`config.mk`:
```
export PLATFORM = sky130hd
export DESIGN_NAME = mrs_slave
export DESIGN_NICKNAME = d
export VERILOG_FILES = /design/src/include/mrs_pkg.sv /design/src/verilog/mrs_param_mem.sv /design/src/verilog/mrs_slave.sv
export SDC_FILE = /design/constraint.sdc
export NUM_CORES = 2
export LEC_CHECK = 0
export CAP_MARGIN = 20
export CORE_MARGIN = 2
export CORE_UTILIZATION = 50
export DETAILED_ROUTE_END_ITERATION = 8
export DONT_BUFFER_PORTS = 1
export PLACE_DENSITY_LB_ADDON = 0.15
export REMOVE_ABC_BUFFERS = 1
export SKIP_CTS_REPAIR_TIMING = 1
export SYNTH_ARGS = -nofsm -noshare
export SYNTH_HDL_FRONTEND = slang
export SYNTH_HIERARCHICAL = 1
export SYNTH_SLANG_ARGS = --single-unit
```
`constraint.sdc`:
```
create_clock -name sys_clk -period 11.31 [get_ports sys_clk]
set_input_delay 1.131 -clock sys_clk [delete_from_list [all_inputs] [get_ports sys_clk]]
set_output_delay 1.131 -clock sys_clk [all_outputs]
set_load 0.02 [all_outputs]
```
`src/include/mrs_pkg.sv`:
```
// Shared constants for the serial command slave: rates, codes, lengths.
// Assumes 8N1 characters on a half-duplex line and a 16-bit parameter table.
package mrs_pkg;
  // Divider width, large enough for the slowest rate at the default clock
  localparam int DIV_W = 17;
  // Selectable line rates in bits per second
  localparam int BAUD_2400 = 2400;
  localparam int BAUD_4800 = 4800;
  localparam int BAUD_9600 = 9600;
  localparam int BAUD_19200 = 19200;
  // Frame ends after 3.5 idle characters of 10 bits
  localparam logic [5:0] GAP_BITS = 6'h23;
  localparam logic [15:0] MAX_WORDS = 16'h0010;
  // Command codes
  localparam logic [7:0] FN_READ = 8'h03;
  localparam logic [7:0] FN_WRITE1 = 8'h06;
  localparam logic [7:0] FN_DIAG = 8'h08;
  localparam logic [7:0] FN_WRITEN = 8'h10;
  // Exception answer fields
  localparam logic [7:0] EXC_FLAG = 8'h80;
  localparam logic [7:0] EXC_FUNC = 8'h01;
  localparam logic [7:0] EXC_VALUE = 8'h03;
  // Reflected CRC-16 of the protocol
  localparam logic [15:0] CRC_INIT = 16'hffff;
  localparam logic [15:0] CRC_POLY = 16'ha001;
  // Request lengths in bytes, CRC included
  localparam logic [5:0] LEN_FIXED = 6'h08;
  localparam logic [5:0] LEN_MULTI_BASE = 6'h09;
  localparam logic [5:0] LEN_MAX = 6'h3f;
  localparam logic [5:0] DATA_START = 6'h07;
  // Answer lengths in bytes, CRC included
  localparam logic [6:0] TX_LEN_FIXED = 7'h08;
  localparam logic [6:0] TX_LEN_EXC = 7'h05;
  localparam logic [6:0] TX_LEN_READ_BASE = 7'h05;
  localparam logic [6:0] RD_DATA_START = 7'h03;
  // Bit slot of the stop bit within a character
  localparam logic [3:0] STOP_BIT = 4'h9;
  // Frame handling states, Gray along idle-check-commit-answer
  typedef enum logic [1:0] {
    S_IDLE = 2'b00,
    S_CHECK = 2'b01,
    S_COMMIT = 2'b11,
    S_TX = 2'b10
  } mrs_state_t;
endpackage

```
`src/verilog/mrs_param_mem.sv`:
```
// Parameter word table: one write port, one registered read port.
// Assumes writer and reader share sys_clk; contents are not reset.
`timescale 1ns/1ps
module mrs_param_mem #(
  parameter int AW = 8,
  parameter int DW = 16
) (
  input wire logic sys_clk,
  input wire logic resetn,
  input wire logic we,
  input wire logic [AW-1:0] wAddr,
  input wire logic [DW-1:0] wData,
  input wire logic [AW-1:0] rAddr,
  output logic [DW-1:0] rData
);
  // Storage, left unreset so it maps onto block RAM
  logic [DW-1:0] mem [0:(1<<AW)-1];

  // Write port
  always_ff @(posedge sys_clk) begin
    if (we) begin
      mem[wAddr] <= wData;
    end
  end

  // Registered read port
  always_ff @(posedge sys_clk or negedge resetn) begin
    if (!resetn) begin
      rData <= '0;
    end else begin
      rData <= mem[rAddr];
    end
  end
endmodule // mrs_param_mem

```
`src/verilog/mrs_slave.sv`:
```
// Serial command slave: frames requests, checks them, writes words, answers.
// Assumes rxd is an asynchronous line pin and the rate select is static logic.
`timescale 1ns/1ps
// Contract
// One driver at a time, release before answer
// Read returns count consecutive words, max sixteen
// Master reads only contiguous ascending address runs
// Items are 16-bit words as binary byte pairs
// Single write updates exactly one word
// Bit period follows selected rate setting
// Multi write stores count words, max sixteen
// Diagnosis sub-function zero echoes query data
// Address is group high byte, index low
// Bad code or count gives exception, no write
module mrs_slave #(
  parameter int CLK_HZ = 250_000_000,
  parameter logic [7:0] SLAVE_ID = 8'h01,
  parameter int AW = 8
) (
  input wire logic sys_clk,
  input wire logic resetn,
  input wire logic rxd,
  input wire logic [1:0] serialBitRateSetting,
  output logic txd,
  output logic txOe,
  output logic wrStrobe,
  output logic [15:0] wrAddr,
  output logic [15:0] wrData
);
  import mrs_pkg::*;

  // Whole state of the block
  typedef struct packed {
    mrs_state_t fsm;
    logic sync1; // First synchroniser stage
    logic sync2; // Safe receive level
    logic rxOn; // Character in progress
    logic [DIV_W-1:0] rxCnt;
    logic [3:0] rxBit;
    logic [7:0] rxSh;
    logic [5:0] gap; // Idle bit periods
    logic [5:0] nByte;
    logic bad; // Framing fault or overlong frame
    logic [15:0] crc;
    logic [7:0] slv;
    logic [7:0] fn;
    logic [15:0] a; // Start address or sub-function
    logic [15:0] q; // Count or value
    logic [15:0][15:0] stage; // Pending multi-write words
    logic [7:0] exc;
    logic [4:0] cmtIdx;
    logic txOn;
    logic txOe;
    logic [DIV_W-1:0] txCnt;
    logic [3:0] txBit;
    logic [9:0] txSh;
    logic [6:0] txIdx;
    logic [6:0] txLen;
    logic [15:0] txCrc;
    logic wrStb;
    logic [15:0] wrAddr;
    logic [15:0] wrData;
  } mrs_regs_t;

  // Counter reload per rate: one less than the cycles per bit, since the
  // down counter spends one extra cycle at zero before it reloads
  localparam logic [DIV_W-1:0] DIV_2400 = DIV_W'(CLK_HZ / BAUD_2400 - 1);
  localparam logic [DIV_W-1:0] DIV_4800 = DIV_W'(CLK_HZ / BAUD_4800 - 1);
  localparam logic [DIV_W-1:0] DIV_9600 = DIV_W'(CLK_HZ / BAUD_9600 - 1);
  localparam logic [DIV_W-1:0] DIV_19200 = DIV_W'(CLK_HZ / BAUD_19200 - 1);

  mrs_regs_t stReg; // Registered state
  mrs_regs_t stNext; // Next state
  logic [DIV_W-1:0] bitFull; // Bit period less one, counter reload
  logic [15:0] rdData; // Table word for the answer
  logic [15:0] rdAddr;

  // One step of the reflected CRC per byte
  function automatic logic [15:0] crcUpd(input logic [15:0] c, input logic [7:0] b);
    logic [15:0] x;
    x = c ^ {8'h00, b};
    for (int i = 0; i < 8; i++) begin
      x = x[0] ? ((x >> 1) ^ CRC_POLY) : (x >> 1);
    end
    return x;
  endfunction

  // Table index from group in high byte and index in low byte
  function automatic logic [AW-1:0] memIdx(input logic [15:0] ad);
    return {ad[8+AW/2-1:8], ad[AW/2-1:0]};
  endfunction

  // Rate select to bit period
  always_comb begin
    case (serialBitRateSetting)
      2'h0: bitFull = DIV_2400;
      2'h1: bitFull = DIV_4800;
      2'h2: bitFull = DIV_9600;
      default: bitFull = DIV_19200;
    endcase
  end

  // Read address walks the word run upward from the start
  assign rdAddr = stReg.a + {9'h000, 7'(stReg.txIdx - RD_DATA_START) >> 1};

  mrs_param_mem #(.AW(AW), .DW(16)) uMem (
    .sys_clk(sys_clk),
    .resetn(resetn),
    .we(stReg.wrStb),
    .wAddr(memIdx(stReg.wrAddr)),
    .wData(stReg.wrData),
    .rAddr(memIdx(rdAddr)),
    .rData(rdData)
  );

  // Next-state logic for receive, check, commit and answer
  always_comb begin
    logic qOk;
    logic lenOk;
    logic [7:0] excCode;
    logic [7:0] txByte;
    logic [5:0] k;
    stNext = stReg;
    qOk = (stReg.q != 16'h0000) && (stReg.q <= MAX_WORDS);
    lenOk = 1'b0;
    excCode = 8'h00;
    txByte = 8'h00;
    k = stReg.nByte - DATA_START;
    stNext.wrStb = 1'b0;
    stNext.sync1 = rxd;
    stNext.sync2 = stReg.sync1;
    case (stReg.fsm)
      S_IDLE: begin
        if (!stReg.rxOn) begin
          // Wait for start bit, else time the silence
          if (!stReg.sync2) begin
            stNext.rxOn = 1'b1;
            stNext.rxCnt = bitFull >> 1;
            stNext.rxBit = 4'h0;
          end else if (stReg.rxCnt == '0) begin
            stNext.rxCnt = bitFull;
            if (stReg.gap != GAP_BITS) begin
              stNext.gap = stReg.gap + 6'h01;
            end else if (stReg.nByte != 6'h00) begin
              stNext.fsm = S_CHECK;
            end
          end else begin
            stNext.rxCnt = stReg.rxCnt - 1'b1;
          end
        end else if (stReg.rxCnt != '0) begin
          stNext.rxCnt = stReg.rxCnt - 1'b1;
        end else begin
          // Mid-bit sample
          stNext.rxCnt = bitFull;
          stNext.rxBit = stReg.rxBit + 4'h1;
          if (stReg.rxBit == 4'h0 && stReg.sync2) begin
            stNext.rxOn = 1'b0; // Glitch, not a start bit
          end else if (stReg.rxBit != STOP_BIT) begin
            stNext.rxSh = {stReg.sync2, stReg.rxSh[7:1]};
          end else begin
            stNext.rxOn = 1'b0;
            stNext.gap = 6'h00;
            if (!stReg.sync2) begin
              stNext.bad = 1'b1;
            end else begin
              // Raw binary byte into the frame
              stNext.crc = crcUpd(stReg.crc, stReg.rxSh);
              if (stReg.nByte == LEN_MAX) begin
                stNext.bad = 1'b1;
              end else begin
                stNext.nByte = stReg.nByte + 6'h01;
              end
              case (stReg.nByte)
                6'h00: stNext.slv = stReg.rxSh;
                6'h01: stNext.fn = stReg.rxSh;
                6'h02: stNext.a[15:8] = stReg.rxSh;
                6'h03: stNext.a[7:0] = stReg.rxSh;
                6'h04: stNext.q[15:8] = stReg.rxSh;
                6'h05: stNext.q[7:0] = stReg.rxSh;
                default: ;
              endcase
              // Multi-write data, high byte first
              if (stReg.fn == FN_WRITEN && stReg.nByte >= DATA_START && !k[5]) begin
                if (k[0]) begin
                  stNext.stage[k[4:1]][7:0] = stReg.rxSh;
                end else begin
                  stNext.stage[k[4:1]][15:8] = stReg.rxSh;
                end
              end
            end
          end
        end
      end
      S_CHECK: begin
        // Length by command, exception by code and count
        if (stReg.fn == FN_WRITEN) begin
          lenOk = !qOk || stReg.nByte == 6'(LEN_MULTI_BASE + {stReg.q[4:0], 1'b0});
        end else begin
          lenOk = stReg.nByte == LEN_FIXED;
        end
        if (!(stReg.fn inside {FN_READ, FN_WRITE1, FN_DIAG, FN_WRITEN}) ||
            (stReg.fn == FN_DIAG && stReg.a != 16'h0000)) begin
          excCode = EXC_FUNC;
        end else if ((stReg.fn == FN_READ || stReg.fn == FN_WRITEN) && !qOk) begin
          excCode = EXC_VALUE;
        end
        stNext.nByte = 6'h00;
        stNext.crc = CRC_INIT;
        stNext.bad = 1'b0;
        stNext.fsm = S_IDLE;
        if (!stReg.bad && stReg.crc == 16'h0000 && lenOk &&
            (stReg.slv == SLAVE_ID || stReg.slv == 8'h00)) begin
          stNext.exc = excCode;
          stNext.cmtIdx = 5'h00;
          stNext.txIdx = 7'h00;
          stNext.txCrc = CRC_INIT;
          if (excCode != 8'h00) begin
            stNext.txLen = TX_LEN_EXC;
          end else if (stReg.fn == FN_READ) begin
            stNext.txLen = 7'(TX_LEN_READ_BASE + {stReg.q[4:0], 1'b0});
          end else begin
            stNext.txLen = TX_LEN_FIXED;
          end
          if (excCode == 8'h00 && (stReg.fn == FN_WRITE1 || stReg.fn == FN_WRITEN)) begin
            stNext.fsm = S_COMMIT;
          end else if (stReg.slv != 8'h00) begin
            stNext.fsm = S_TX;
            stNext.txOe = 1'b1;
          end
        end
      end
      S_COMMIT: begin
        // One word per cycle; single write stops after the first
        stNext.wrStb = 1'b1;
        stNext.wrAddr = stReg.a + {11'h000, stReg.cmtIdx};
        stNext.wrData = (stReg.fn == FN_WRITE1) ? stReg.q : stReg.stage[stReg.cmtIdx[3:0]];
        stNext.cmtIdx = stReg.cmtIdx + 5'h01;
        if (stReg.fn == FN_WRITE1 || 5'(stReg.cmtIdx + 5'h01) == stReg.q[4:0]) begin
          stNext.fsm = (stReg.slv == 8'h00) ? S_IDLE : S_TX;
          stNext.txOe = stReg.slv != 8'h00;
        end
      end
      default: begin
        // Answer byte by index; CRC closes it low byte first
        if (stReg.txIdx == 7'(stReg.txLen - 7'h02)) begin
          txByte = stReg.txCrc[7:0];
        end else if (stReg.txIdx == 7'(stReg.txLen - 7'h01)) begin
          txByte = stReg.txCrc[15:8];
        end else if (stReg.txIdx == 7'h00) begin
          txByte = stReg.slv;
        end else if (stReg.txIdx == 7'h01) begin
          txByte = (stReg.exc != 8'h00) ? (stReg.fn | EXC_FLAG) : stReg.fn;
        end else if (stReg.exc != 8'h00) begin
          txByte = stReg.exc;
        end else if (stReg.fn == FN_READ) begin
          if (stReg.txIdx == 7'h02) begin
            txByte = {stReg.q[6:0], 1'b0};
          end else begin
            txByte = stReg.txIdx[0] ? rdData[15:8] : rdData[7:0];
          end
        end else begin
          // Echo of address and value or count, or of diagnosis data
          case (stReg.txIdx)
            7'h02: txByte = stReg.a[15:8];
            7'h03: txByte = stReg.a[7:0];
            7'h04: txByte = stReg.q[15:8];
            default: txByte = stReg.q[7:0];
          endcase
        end
        if (!stReg.txOn) begin
          if (stReg.txIdx == stReg.txLen) begin
            stNext.fsm = S_IDLE;
            stNext.txOe = 1'b0;
            stNext.gap = 6'h00;
          end else begin
            if (stReg.txIdx < 7'(stReg.txLen - 7'h02)) begin
              stNext.txCrc = crcUpd(stReg.txCrc, txByte);
            end
            stNext.txSh = {1'b1, txByte, 1'b0};
            stNext.txBit = 4'h0;
            stNext.txCnt = bitFull;
            stNext.txOn = 1'b1;
            stNext.txIdx = stReg.txIdx + 7'h01;
          end
        end else if (stReg.txCnt != '0) begin
          stNext.txCnt = stReg.txCnt - 1'b1;
        end else begin
          // Next bit slot; stop bit runs a full period
          stNext.txCnt = bitFull;
          if (stReg.txBit == STOP_BIT) begin
            stNext.txOn = 1'b0;
          end else begin
            stNext.txSh = {1'b1, stReg.txSh[9:1]};
            stNext.txBit = stReg.txBit + 4'h1;
          end
        end
      end
    endcase
  end

  // State register; idle line levels are high
  always_ff @(posedge sys_clk or negedge resetn) begin
    if (!resetn) begin
      stReg <= '0;
      stReg.sync1 <= 1'b1;
      stReg.sync2 <= 1'b1;
      stReg.txSh <= '1;
      stReg.crc <= CRC_INIT;
    end else begin
      stReg <= stNext;
    end
  end

  assign txd = stReg.txSh[0];
  assign txOe = stReg.txOe;
  assign wrStrobe = stReg.wrStb;
  assign wrAddr = stReg.wrAddr;
  assign wrData = stReg.wrData;
endmodule // mrs_slave
```
==> flow_summary.json <==
{
  "avgSynthCellArea_sq_um": 19.22,
  "synth.ff_latch_count": 4581,
  "maxSlewViolCount": 0,
  "synth_top_area_share_pct": 66.84,
  "dp_slack_ns": 3.731,
  "floorplan.core_area_sq_um": 366100,
  "power.net_switching_uw": 6513,
  "vias": 97120,
  "final_nets": 9903,
  "worstHoldPathType": "in2reg",
  "setup_viol_count_final": 0,
  "seq_area_frac_synth_pct": 73.45,
  "detail_route.drc_violations": 0,
  "die-width_um": 610.7,
  "h-tree-depth": 5,
  "share_clk_of_total_power_pct": 44.9,
  "final_hold_slack_ns": 0.1631,
  "ys_dominant_reg_cell": "edfxtp_1",
  "rsz0062_at_grt": "no",
  "drive_above_1_share_pct": 25.37,
  "grt_pass1_wl_mm": 728.1,
  "netlist_top_cells_area": "edfxtp_1, mux4_2, dfrtp_1",
  "post-place-cells": 14190,
  "post_drt_via_cell_ratio": 6.452,
  "place_hpwl_mm": 307.5,
  "final_min_period_over_clock_period_pct": 66.97,
  "max_cap_violations": 0,
  "critPathKind": "reg2reg",
  "gp_congestion": 0.8917,
  "relSlewSlack_pct": 0.6893,
  "placement_cell_area_sq_um": 190800,
  "synth_edf_count": 4096,
  "route.final.wire_length_mm": 513.3,
  "design_power_total_uw": 33280,
  "leakage_power_figure_uw": 0.05633,
  "tritoncts": "built",
  "power.sequential.fraction_pct": 54.7,
  "port_buffers": 0,
  "timing.final.ws_setup_ns": 3.736,
  "worst_ep_required_time_ns": 12.15,
  "worstSetupStartpoint": "stReg[56]",
  "hold_viol_final": 0,
  "fill_cells": 27490,
  "gr-usage-all-layers_pct": 27.35,
  "fp.dieArea_sq_um": 372900,
  "timing.critical_path.to_type": "flip-flop",
  "critical_path.startpoint_type": "flip-flop",
  "cts_inserted_buffers": 459,
  "layout.cells.most_common": "edfxtp_1",
  "syn_to_final_growth_pct": 11.76,
  "ant_nets": 0,
  "synth_top_area_cell": "edfxtp_1",
  "cellInternalPower_uw": 26770,
  "power_frac_comb_pct": 0.3,
  "synth.cell_area_sq_um": 184000,
  "worst-slew-pin-transition_ns": 1.490,
  "commonest_non_fill_non_tap_cells_in_the_layout": "edfxtp_1, mux4_2, mux2i_1",
  "overflow": 0,
  "power_density_nw_per_um2": 161.8,
  "timing.critical_path.fanout_max": 66,
  "timing.reg2reg.worst_path_depth": 11,
  "cts.path.max_buffers": 4,
  "syn_inst": 9575,
  "post-route-min-period_ns": 7.574,
  "finalClockSkew_ns": 0.05368,
  "ios": 40,
  "sw_frac_of_total_pct": 19.57,
  "unique_cell_type_count_in_the_yosys_netlist": 92,
  "rows": 222,
  "route.detailed.wl_per_inst_um": 34.10,
  "cts.root.buffer_cell": "clkbuf_16",
  "dr.pass1.iters": 6,
  "yosys_warnings": 6,
  "reg_clk_slew_reported_paths_ns": 0.06,
  "largest_net_degree_at_the_start_of_global_routing": 486,
  "insertion_delay_ns": 1.01,
  "via_count_of_the_first_global_routing_pass": 95760,
  "r2r_start": "stReg[56]",
  "drt_iter0_markers": 12830,
  "async_flop_share_pct": 10.59,
  "final_area_sq_um": 205700,
  "timing.critical_path.arrival_ns": 8.42,
  "hold_depth": 0,
  "max_freq_ghz": 0.1320,
  "initial_utilization_pct": 50.27,
  "vdd.ir_drop.worst_mv": 0.1533,
  "grt_antenna_before_repair": 21,
  "hp-start": "rxd",
  "cts_num_sinks": 4581,
  "die_ht_um": 610.7,
  "instances_no_fill": 15050,
  "status": "completed"
}
==> sequential cells by signal, indices dropped and copies added (netlist names), named ones only <==
signal and count:
uMem/rData 16, stNext 1, wrAddr 16, txd 1
wrData 16, stReg 177, uMem/mem 4096, txOe 1
wrStrobe 1
==> cells by family after synthesis <==
group	count (synthesis)	share of synthesized area (%)
AOI/OAI and AO/OA	1168	4.286
xor gates and xnor gates	119	0.5820
adders and majority gates	55	0.3821
buffers and inverters	691	2.037
DFF	4581	73.45
muxes	1876	16.44
and+or+nand+nor	1085	2.817
==> power groups by stage <==
stage | registers [uW] | clock network [uW] | logic [uW]
after floorplan | 18600 | 0 | 59.0
after global placement | 18600 | 0 | 67.4
after detailed placement | 18600 | 0 | 71.2
after CTS | 18200 | 15200 | 71.4
after global routing | 18200 | 15800 | 125
final | 18200 | 15000 | 109
==> per-layer routing <==
layer	wire length, um	global-route usage, %	vias up
li1	-	-	39820
met5	64	0	-
met2	237900	42.00	4498
met3	45820	5.071	779
met4	19090	9.216	10
met1	210400	39.74	52020
==> path summary, 6_finish.rpt <==
check / to / slack, ns
worst max-delay path: uMem/rData[5] / 3.74
worst min-delay path: stNext[472] / 0.16
worst max register to register: uMem/rData[5] / 3.74
worst min register to register: stReg[472] / 0.36
max in group asynchronous: wrData[11] / 9.05
min in group asynchronous: stReg[458] / 0.37
==> per-stage QoR <==
stage               TNS (ns)  utilization, %
CTS                        0           56.13
floorplan            -605.50               -
global placement           0           52.00
detailed placement         0           52.11
global route               0           56.17
finish                     0           56.18
==> layout make-up <==
type	count	area [sq um]	area share, %
flip-flops and latches	4581	135200	65.76
multi-input cells	4303	45620	22.18
clock buffers	590	12360	6.008
well taps	4816	6026	2.930
repair buffers	443	3809	1.852
clock inverters	251	2365	1.150
inverters	55	219.0	0.1065
diodes	14	35.03	0.01703
==> synth_stat cells, types with 32 or more instances <==
| cell type | instances |
|---|---|
| a21oi_1 | 311 |
| a22o_1 | 47 |
| a22oi_1 | 47 |
| buf_1 | 40 |
| buf_2 | 90 |
| buf_4 | 57 |
| buf_6 | 83 |
| clkbuf_1 | 350 |
| dfrtp_1 | 458 |
| edfxtp_1 | 4096 |
| ha_1 | 53 |
| inv_1 | 53 |
| mux2_2 | 396 |
| mux2i_1 | 591 |
| mux4_2 | 877 |
| nand2_1 | 153 |
| nand3_1 | 76 |
| nand4_1 | 45 |
| nor2_1 | 466 |
| nor3_1 | 130 |
| nor4_1 | 37 |
| o21ai_0 | 158 |
| o221ai_1 | 257 |
| o22ai_1 | 157 |
| o31ai_1 | 32 |
| xnor2_1 | 64 |
| xor2_1 | 53 |
==> worst max-delay path: stages (launching register included) <==
cell and delay, ns:
dfrtp_1 0.96, ha_1 0.65, xnor2_1 0.25, fa_4 1.11
buf_4 0.60, buf_4 0.90, mux4_2 0.41, mux2_2 0.32
a221oi_1 0.90, o31ai_1 0.50, o32ai_1 0.57, nor4_1 0.15
Power figures use the tool's default switching activity.
